==> src/pirq_pkg.sv <==
// Package with register offsets, bit layouts and reset values of the peripheral interrupt unit.
package pirq_pkg;

    localparam int ADDR_WIDTH = 4;
    localparam int DATA_WIDTH = 8;
    localparam int NUM_REGS = 4;

    // Register offsets on the software port.
    localparam logic [3:0] OFF_CORE_IRQ_CONTROL = 4'h0;
    localparam logic [3:0] OFF_ENABLE_1 = 4'h1;
    localparam logic [3:0] OFF_ENABLE_2 = 4'h2;
    localparam logic [3:0] OFF_ENABLE_3 = 4'h3;
    localparam logic [3:0] OFF_ENABLE_4 = 4'h4;
    localparam logic [3:0] OFF_REQUEST_1 = 4'h5;
    localparam logic [3:0] OFF_REQUEST_2 = 4'h6;
    localparam logic [3:0] OFF_REQUEST_3 = 4'h7;
    localparam logic [3:0] OFF_REQUEST_4 = 4'h8;
    localparam logic [3:0] OFF_EVT_STATUS = 4'h9;
    localparam logic [3:0] OFF_EVT_CLEAR = 4'ha;
    localparam logic [3:0] OFF_EVT_ENABLE = 4'hb;

    // Bit positions in the core interrupt control register.
    localparam int BIT_GLOBAL_IRQ_ENABLE = 7;
    localparam int BIT_PERIPH_IRQ_MASTER_ENABLE = 6;

    // Implemented bits of each enable/request pair, larger variant.
    localparam logic [7:0] MASK_REG_1 = 8'hff;
    localparam logic [7:0] MASK_REG_2 = 8'hf9;
    localparam logic [7:0] MASK_REG_3 = 8'h3a;
    localparam logic [7:0] MASK_REG_4 = 8'h03;
    // Bits of the second pair that exist only on the larger variant.
    localparam logic [7:0] LARGE_ONLY_2 = 8'h01;

    // Request bits software cannot write (receive and transmit flags).
    localparam logic [7:0] READ_ONLY_REQ_1 = 8'h30;

    // Bit positions of the serial port 2 flags in the fourth request register.
    localparam int BIT_SERIAL2_COLLISION = 1;
    localparam int BIT_SERIAL2_EVENT = 0;

    // Event status bits of the interrupt event register.
    localparam int EVT_BIT_VECTOR_TAKEN = 0;
    localparam int EVT_BIT_REQ_RISE = 1;
    localparam int EVT_WIDTH = 2;

    // Interrupt vector address.
    localparam logic [15:0] IRQ_VECTOR = 16'h0004;

    localparam logic [7:0] RESET_BYTE = 8'h00;
    localparam logic [1:0] RESET_EVT = 2'h0;

endpackage

==> src/pirq_flag_reg.sv <==
// One enable/request register pair with masked set, clear and read paths.
`timescale 1ns/100ps
module pirq_flag_reg
    import pirq_pkg::*;
#(
    parameter logic [7:0] IMPL_MASK = 8'hff,
    parameter logic [7:0] RO_MASK = 8'h00
) (
    input wire logic clk_sys,
    input wire logic rst,
    input wire logic [7:0] hw_set,
    input wire logic [7:0] hw_hold_low,
    input wire logic en_write,
    input wire logic req_write,
    input wire logic [7:0] wr_data,
    output logic [7:0] enable,
    output logic [7:0] request,
    output logic active
);

    // Enable bits follow software writes; unimplemented bits stay zero.
    always_ff @(posedge clk_sys) begin
        if (rst) begin
            enable <= RESET_BYTE;
        end else if (en_write) begin
            enable <= wr_data & IMPL_MASK;
        end
    end

    // Flags are set by hardware events whatever any enable holds; set wins over clear.
    always_ff @(posedge clk_sys) begin
        if (rst) begin
            request <= RESET_BYTE;
        end else begin
            for (int i = 0; i < 8; i++) begin
                if (!IMPL_MASK[i]) begin
                    request[i] <= 1'b0;
                end else if (hw_set[i]) begin
                    request[i] <= 1'b1;
                end else if (hw_hold_low[i]) begin
                    request[i] <= 1'b0;
                end else if (req_write && !RO_MASK[i]) begin
                    request[i] <= wr_data[i];
                end
            end
        end
    end

    // Pending and enabled sources of this pair.
    assign active = |(request & enable);

endmodule // pirq_flag_reg

==> src/pirq_unit.sv <==
// Peripheral interrupt enable/request registers with core gating and vector request.
// Overview of operation
// - No peripheral interrupt without master enable.
// - Flags set on events regardless of enables.
// - Second enable register bit layout.
// - Third enable register bit layout.
// - Fourth enable register bit layout.
// - First request register layout, two read-only.
// - Second request register mirrors second enable.
// - Third request register mirrors third enable.
// - Serial 2 collision flag set by hardware.
// - Serial 2 event flag, zero while pending.
// - One enables or pends, zero does not.
// - All bits reset to zero.
// - Unimplemented bits ignore writes, read zero.
// - Registers three, four exist on larger variant.
// - Global enable clear holds requests until set.
// - Taken interrupt branches to vector 0004h.
//
// Chosen here: the address-and-strobe port and the register addresses.
`timescale 1ns/100ps
module pirq_unit
    import pirq_pkg::*;
#(
    parameter bit LARGE_VARIANT = 1'b1
) (
    input wire logic clk_sys,
    input wire logic rst,
    input wire logic [3:0] reg_addr,
    input wire logic [7:0] reg_wdata,
    input wire logic reg_write,
    input wire logic reg_read,
    output logic [7:0] reg_rdata,
    input wire logic [7:0] event_1,
    input wire logic [7:0] event_2,
    input wire logic [7:0] event_3,
    input wire logic [7:0] event_4,
    input wire logic serial2_busy,
    input wire logic irq_ack,
    output logic core_irq,
    output logic [15:0] vector_addr,
    output logic irq_line
);

    initial begin
        if (LARGE_VARIANT !== 1'b0 && LARGE_VARIANT !== 1'b1) begin
            $error("LARGE_VARIANT must be 0 or 1");
        end
    end

    // Variant-dependent implemented masks.
    localparam logic [7:0] IMPL_2 = LARGE_VARIANT ? MASK_REG_2 : (MASK_REG_2 & ~LARGE_ONLY_2);
    localparam logic [7:0] IMPL_3 = LARGE_VARIANT ? MASK_REG_3 : 8'h00;
    localparam logic [7:0] IMPL_4 = LARGE_VARIANT ? MASK_REG_4 : 8'h00;

    logic [7:0] core_ctrl;
    logic [7:0] en_1, en_2, en_3, en_4;
    logic [7:0] rq_1, rq_2, rq_3, rq_4;
    logic act_1, act_2, act_3, act_4;
    logic periph_pending;
    logic periph_req;
    logic [EVT_WIDTH-1:0] evt_status;
    logic [EVT_WIDTH-1:0] evt_enable;
    logic periph_req_q;
    logic [7:0] next_rdata;
    logic [7:0] hold_4;
    logic taken;

    // Decoded write strobes per register.
    logic wr_ctrl, wr_e1, wr_e2, wr_e3, wr_e4, wr_r1, wr_r2, wr_r3, wr_r4;
    logic wr_clr, wr_evt_en;
    assign wr_ctrl = reg_write && reg_addr == OFF_CORE_IRQ_CONTROL;
    assign wr_e1 = reg_write && reg_addr == OFF_ENABLE_1;
    assign wr_e2 = reg_write && reg_addr == OFF_ENABLE_2;
    assign wr_e3 = reg_write && reg_addr == OFF_ENABLE_3;
    assign wr_e4 = reg_write && reg_addr == OFF_ENABLE_4;
    assign wr_r1 = reg_write && reg_addr == OFF_REQUEST_1;
    assign wr_r2 = reg_write && reg_addr == OFF_REQUEST_2;
    assign wr_r3 = reg_write && reg_addr == OFF_REQUEST_3;
    assign wr_r4 = reg_write && reg_addr == OFF_REQUEST_4;
    assign wr_clr = reg_write && reg_addr == OFF_EVT_CLEAR;
    assign wr_evt_en = reg_write && reg_addr == OFF_EVT_ENABLE;

    // The serial 2 event flag is forced low while its operation runs, except in a cycle where its event sets it.
    assign hold_4 = {6'h00, 1'b0, serial2_busy};

    // Register pairs; masks give each pair its layout.
    pirq_flag_reg #(.IMPL_MASK(MASK_REG_1), .RO_MASK(READ_ONLY_REQ_1)) u_pair_1 (
        .clk_sys(clk_sys), .rst(rst), .hw_set(event_1), .hw_hold_low(8'h00),
        .en_write(wr_e1), .req_write(wr_r1), .wr_data(reg_wdata),
        .enable(en_1), .request(rq_1), .active(act_1));
    pirq_flag_reg #(.IMPL_MASK(IMPL_2), .RO_MASK(8'h00)) u_pair_2 (
        .clk_sys(clk_sys), .rst(rst), .hw_set(event_2), .hw_hold_low(8'h00),
        .en_write(wr_e2), .req_write(wr_r2), .wr_data(reg_wdata),
        .enable(en_2), .request(rq_2), .active(act_2));
    pirq_flag_reg #(.IMPL_MASK(IMPL_3), .RO_MASK(8'h00)) u_pair_3 (
        .clk_sys(clk_sys), .rst(rst), .hw_set(event_3), .hw_hold_low(8'h00),
        .en_write(wr_e3), .req_write(wr_r3), .wr_data(reg_wdata),
        .enable(en_3), .request(rq_3), .active(act_3));
    pirq_flag_reg #(.IMPL_MASK(IMPL_4), .RO_MASK(8'h00)) u_pair_4 (
        .clk_sys(clk_sys), .rst(rst), .hw_set(event_4), .hw_hold_low(hold_4),
        .en_write(wr_e4), .req_write(wr_r4), .wr_data(reg_wdata),
        .enable(en_4), .request(rq_4), .active(act_4));

    // Combined peripheral request, gated by master enable and then global enable.
    assign periph_pending = act_1 | act_2 | act_3 | act_4;
    assign periph_req = periph_pending && core_ctrl[BIT_PERIPH_IRQ_MASTER_ENABLE];
    assign taken = core_irq && irq_ack;

    // Core control holds the two enables; taking an interrupt clears global enable.
    always_ff @(posedge clk_sys) begin
        if (rst) begin
            core_ctrl <= RESET_BYTE;
        end else if (wr_ctrl) begin
            core_ctrl <= reg_wdata & 8'hc0;
        end else if (taken) begin
            core_ctrl[BIT_GLOBAL_IRQ_ENABLE] <= 1'b0;
        end
    end

    // Request to the core waits for global enable; a held request fires once it is set.
    always_ff @(posedge clk_sys) begin
        if (rst) begin
            core_irq <= 1'b0;
        end else begin
            core_irq <= periph_req && core_ctrl[BIT_GLOBAL_IRQ_ENABLE] && !taken;
        end
    end

    // Vector address presented on the cycle after a taken interrupt.
    always_ff @(posedge clk_sys) begin
        if (rst) begin
            vector_addr <= 16'h0000;
        end else if (taken) begin
            vector_addr <= IRQ_VECTOR;
        end
    end

    // Edge memory for the request rise event.
    always_ff @(posedge clk_sys) begin
        if (rst) begin
            periph_req_q <= 1'b0;
        end else begin
            periph_req_q <= periph_req;
        end
    end

    // Sticky event status; a new event wins over a clear in the same cycle.
    always_ff @(posedge clk_sys) begin
        if (rst) begin
            evt_status <= RESET_EVT;
        end else begin
            for (int i = 0; i < EVT_WIDTH; i++) begin
                if ((i == EVT_BIT_VECTOR_TAKEN && taken) ||
                    (i == EVT_BIT_REQ_RISE && periph_req && !periph_req_q)) begin
                    evt_status[i] <= 1'b1;
                end else if (wr_clr && reg_wdata[i]) begin
                    evt_status[i] <= 1'b0;
                end
            end
        end
    end

    // Event enable register.
    always_ff @(posedge clk_sys) begin
        if (rst) begin
            evt_enable <= RESET_EVT;
        end else if (wr_evt_en) begin
            evt_enable <= reg_wdata[EVT_WIDTH-1:0];
        end
    end

    // Level interrupt line from enabled event status.
    always_ff @(posedge clk_sys) begin
        if (rst) begin
            irq_line <= 1'b0;
        end else begin
            irq_line <= |(evt_status & evt_enable);
        end
    end

    // Read multiplexer; unmapped addresses read zero.
    always_comb begin
        if (reg_addr == OFF_CORE_IRQ_CONTROL) begin
            next_rdata = core_ctrl;
        end else if (reg_addr == OFF_ENABLE_1) begin
            next_rdata = en_1;
        end else if (reg_addr == OFF_ENABLE_2) begin
            next_rdata = en_2;
        end else if (reg_addr == OFF_ENABLE_3) begin
            next_rdata = en_3;
        end else if (reg_addr == OFF_ENABLE_4) begin
            next_rdata = en_4;
        end else if (reg_addr == OFF_REQUEST_1) begin
            next_rdata = rq_1;
        end else if (reg_addr == OFF_REQUEST_2) begin
            next_rdata = rq_2;
        end else if (reg_addr == OFF_REQUEST_3) begin
            next_rdata = rq_3;
        end else if (reg_addr == OFF_REQUEST_4) begin
            next_rdata = rq_4;
        end else if (reg_addr == OFF_EVT_STATUS) begin
            next_rdata = {6'h00, evt_status};
        end else if (reg_addr == OFF_EVT_ENABLE) begin
            next_rdata = {6'h00, evt_enable};
        end else begin
            next_rdata = 8'h00;
        end
    end

    // Read data stands the cycle after the read strobe only.
    always_ff @(posedge clk_sys) begin
        if (rst) begin
            reg_rdata <= RESET_BYTE;
        end else if (reg_read) begin
            reg_rdata <= next_rdata;
        end else begin
            reg_rdata <= RESET_BYTE;
        end
    end

    property p_master_gate;
        @(posedge clk_sys) disable iff (rst)
        !core_ctrl[BIT_PERIPH_IRQ_MASTER_ENABLE] |=> !core_irq;
    endproperty
    a_master_gate: assert property (p_master_gate) else $error("irq without master enable");

    property p_event_sets;
        @(posedge clk_sys) disable iff (rst)
        event_2[7] |=> rq_2[7];
    endproperty
    a_event_sets: assert property (p_event_sets) else $error("event did not set flag");

    property p_unimpl_zero;
        @(posedge clk_sys) disable iff (rst)
        (rq_2 & ~IMPL_2) == 8'h00 && (en_3 & ~IMPL_3) == 8'h00 && (rq_4 & ~IMPL_4) == 8'h00;
    endproperty
    a_unimpl_zero: assert property (p_unimpl_zero) else $error("unimplemented bit set");

    property p_ro_bits;
        @(posedge clk_sys) disable iff (rst)
        wr_r1 && event_1 == 8'h00 |=> rq_1[5:4] == $past(rq_1[5:4]);
    endproperty
    a_ro_bits: assert property (p_ro_bits) else $error("read-only flag written");

    property p_busy_low;
        @(posedge clk_sys) disable iff (rst)
        serial2_busy && !event_4[0] |=> !rq_4[0];
    endproperty
    a_busy_low: assert property (p_busy_low) else $error("event flag set while busy");

    property p_global_gate;
        @(posedge clk_sys) disable iff (rst)
        !core_ctrl[BIT_GLOBAL_IRQ_ENABLE] |=> !core_irq;
    endproperty
    a_global_gate: assert property (p_global_gate) else $error("irq with global clear");

    property p_vector;
        @(posedge clk_sys) disable iff (rst)
        taken |=> vector_addr == IRQ_VECTOR ##1 !core_irq;
    endproperty
    a_vector: assert property (p_vector) else $error("vector not presented");

    property p_request_follows;
        @(posedge clk_sys) disable iff (rst)
        periph_pending && core_ctrl[7:6] == 2'b11 && !taken |=> core_irq;
    endproperty
    a_request_follows: assert property (p_request_follows) else $error("missing request");

    property p_sw_set;
        @(posedge clk_sys) disable iff (rst)
        wr_r2 && reg_wdata[7] |=> rq_2[7];
    endproperty
    a_sw_set: assert property (p_sw_set) else $error("software set failed");

endmodule // pirq_unit

==> config.mk <==
export PLATFORM = sky130hd
export DESIGN_NAME = pirq_unit
export DESIGN_NICKNAME = d
export VERILOG_FILES = /design/src/pirq_pkg.sv /design/src/pirq_flag_reg.sv /design/src/pirq_unit.sv
export SDC_FILE = /design/constraint.sdc
export NUM_CORES = 1
export LEC_CHECK = 0
export ABC_AREA = 1
export ABC_CLOCK_PERIOD_IN_PS = 1300
export BUFFER_PORTS_ARGS = -buffer_cell sky130_fd_sc_hd__buf_4
export CORE_MARGIN = 2
export CORE_UTILIZATION = 45
export DETAILED_ROUTE_END_ITERATION = 12
export MAX_ROUTING_LAYER = met4
export PLACE_DENSITY = 0.67
export SYNTH_ARGS = -nofsm -noshare
export SYNTH_HDL_FRONTEND = slang
export SYNTH_SLANG_ARGS = --single-unit
==> constraint.sdc <==
create_clock -name clk_sys -period 1.3 [get_ports clk_sys]
set_input_delay 0 -clock clk_sys [delete_from_list [all_inputs] [get_ports clk_sys]]
set_output_delay 0 -clock clk_sys [all_outputs]
set_load 0.05 [all_outputs]
==> results.json <==
{
  "ys_seq_area_share_pct": 43.22,
  "die_area_mm2": 0.006604,
  "r2r_end": "u_pair_3.request[1]$_SDFFE_PP0P_",
  "layout_common_cells": "111 x nand2_1, 64 x a21oi_1, 63 x buf_4",
  "critical_path_class": "input port to register",
  "p_seq_share_pct": 44.7,
  "ff2ff_path_depth": 3,
  "hold_viol_final": 0,
  "finalSetupViolations": 0,
  "clock_skew_ns": 0.006050,
  "maxSlewViolCount": 0,
  "cts.sinks": 58,
  "syn_area_mm2": 0.002686,
  "comb_power_share_pct": 14.4,
  "holdPathStages": 3,
  "arrival_ns": 1.49,
  "io_pins": 76,
  "p_clk_share_pct": 40.9,
  "grt_usage_pct": 26.54,
  "grt_pass1_vias": 2687,
  "die_width_um": 81.27,
  "crit_chain": "dlygate4sd3_1, buf_4, a21oi_1, dlygate4sd3_1, a21oi_1",
  "ys_ff_latch": 58,
  "worstSkewPairLatency_ns": 0.34,
  "max_freq_mhz": 783.6,
  "dp.cells": 519,
  "die_h_um": 81.27,
  "power_w": 0.004223,
  "gp_congestion": 0.9109,
  "slowest_stage": "dlygate4sd3_1",
  "clk_path_buf_depth": 2,
  "antenna_found_initial": 0,
  "dp_slack_ns": 0.09732,
  "cts_tree": "built",
  "firstDrtPassIters": 5,
  "start_kind": "input port",
  "status": "finished clean",
  "max-vdd-ir-drop_v": 0.0007357,
  "switchingPower_w": 0.001100,
  "dp_hpwl_um": 5378,
  "drv_cap": 0,
  "final_common_cell": "nand2_1",
  "timing.hold.ws_ns": 0.004636,
  "period_needed_ns": 1.276,
  "ys_top_cells_by_area": "dfxtp_1 43%, nand2_1 16%, a21oi_1 12%",
  "layout.nets": 547,
  "cp_slowest_stage_delay_ns": 0.57,
  "fill_cells": 528,
  "yosysUniqueCellTypes": 24,
  "min_from": "reg_wdata[0]",
  "powerDensity_mw_per_mm2": 1113,
  "intPower_w": 0.003123,
  "syn_inst": 393,
  "core_mm2": 0.005851,
  "power_leakage_nw": 1.694,
  "initial_core_util_pct": 45.92,
  "vias_per_cell": 5.026,
  "cp_max_fo": 6,
  "synth_top_area_share_pct": 43.22,
  "drt_drc_violations_left": 0,
  "rows": 28,
  "grt_max_degree": 35,
  "root_buffer": "clkbuf_8",
  "switching_share_pct": 26.04,
  "stdcell_count": 576,
  "yosys_warnings": 0,
  "io_buffers": 48,
  "wirelength_um": 7892,
  "whs_endpoint": "evt_enable[0]$_SDFFE_PP0P_",
  "h-tree-depth": 3,
  "layout-area-overhead-vs-synth_pct": 41.27,
  "crit_required_ns": 1.52,
  "rrSetupSlack_ns": 0.04,
  "drive_gt1_share_pct": 19.76,
  "wl_per_cell_um": 13.70,
  "cts_made_buffers": 9,
  "dr_total_vias": 2895,
  "grt_first_pass_wirelength_um": 12520,
  "clk_pin_slew_ns": 0.06,
  "layout_setup_ws_ns": 0.02386,
  "drt_iter0_markers": 272,
  "period_share_pct": 98.16,
  "overflow": 0,
  "synth.avg_cell_area_um2": 6.835,
  "ant_nets": 0,
  "diodes": 0,
  "yosysTopAreaCell": "dfxtp_1",
  "min_path_type": "input port to register",
  "r2r_start": "u_pair_3.request[1]$_SDFFE_PP0P_",
  "endpoint_kind": "register"
}
[layer usage]
layer,part of all wire (%),vias up,track usage [%],routed length (µm)
li1,-,1452,-,-
met1,43,1303,31.43,3373
met2,47,123,44.34,3746
met3,7.4,17,4.667,582
met4,2.4,0,11.02,190
met5,0,-,-,0
[sequential cells by signal (all words and copies together), names as in the netlist]
| name | cells |
|---|---|
| u_pair_4.enable | 2 |
| u_pair_1.enable | 8 |
| u_pair_2.request | 6 |
| u_pair_1.request | 8 |
| core_ctrl | 2 |
| u_pair_3.request | 4 |
| core_irq | 1 |
| irq_line | 1 |
| u_pair_3.enable | 4 |
| u_pair_4.request | 2 |
| reg_rdata | 8 |
| evt_status | 2 |
| u_pair_2.enable | 6 |
| periph_req_q | 1 |
| vector_addr | 1 |
| evt_enable | 2 |
[worst max-delay path, delay by kind of cell]
| family | cells | cell delay (ns) |
|---|---|---|
| AOI/OAI and AO/OA | 2 | 0.20 |
| buffers and inverters | 3 | 1.29 |
[through the flow]
stage / area (µm²) / utilization, % / setup TNS, ns
floorplan: 2739 / - / 0
CTS: 3772 / 64.48 / 0
finish: 3795 / 64.86 / 0
global route: 3795 / 64.86 / -0.001328
global placement: 3138 / 53.64 / 0
detailed placement: 3138 / 53.64 / 0
[layout make-up]
type	count	area (µm²)	area share, %
inverters	38	142.6	3.759
flip-flops and latches	58	1162	30.63
clock buffers	13	168.9	4.451
multi-input cells	287	1319	34.75
clock inverters	2	35.03	0.9232
well taps	75	93.84	2.473
repair buffers	103	873.3	23.01
[Yosys cell counts (all sizes together)]
cell type,number
a21oi,68
o21ai,23
clkbuf,5
or2,1
inv,38
nand3b,1
nor4,1
conb,1
o22ai,1
nand3,21
nand2,114
dfxtp,58
buf,19
a31oi,4
nor3,2
nor2,35
a221oi,1
[logic make-up (layout without fill, tap and decap cells)]
logic type	Yosys count	in the layout	share of synthesized area, %
AO/OA/AOI/OAI	97	97	18.58
buffers and inverters	62	156	10.99
flip-flops	58	58	43.22
other	1	15	0.1396
AND/OR/NAND/NOR	175	175	27.06
[power by group through the flow]
| stage | Clock, W | Combinational (W) | Sequential, W |
|---|---|---|---|
| 2_1_floorplan | 0 | 0.000320 | 0.00193 |
| 3_5_place_dp | 0 | 0.000487 | 0.00192 |
| 6_report | 0.00173 | 0.000606 | 0.00189 |
| 5_1_grt | 0.00185 | 0.000659 | 0.00189 |
| 3_3_place_gp | 0 | 0.000483 | 0.00192 |
| 4_1_cts | 0.00175 | 0.000595 | 0.00188 |
[worst max-delay path by stage]
stage / from / to / slack, ns / cells past startpoint
after global placement: reg_addr[0] / reg_rdata[3]$_SDFF_PP0_ / 0.10 / 9
final: reg_wdata[3] / u_pair_3.request[3]$_SDFFE_PP0P_ / 0.02 / 5
after detailed placement: reg_addr[3] / u_pair_2.enable[4]$_SDFFE_PP0P_ / 0.1 / 7
after global routing: reg_addr[0] / u_pair_1.request[7]$_SDFFE_PP0P_ / -0.001 / 9
after CTS: reg_addr[2] / u_pair_3.request[5]$_SDFFE_PP0P_ / 0.03 / 9
after floorplan: core_irq$_SDFF_PP0_ / core_ctrl[7]$_SDFFE_PP0P_ / 0.29 / 3
[repair_timing]
action                     in CTS  in global routing
setup buffers                   0                  2
hold endpoints to repair       40                  0
gates resized for setup         0                 11
hold buffers                   43                  0
setup endpoints to repair       0                 10
No activity file was read; power rests on OpenSTA's default activity.
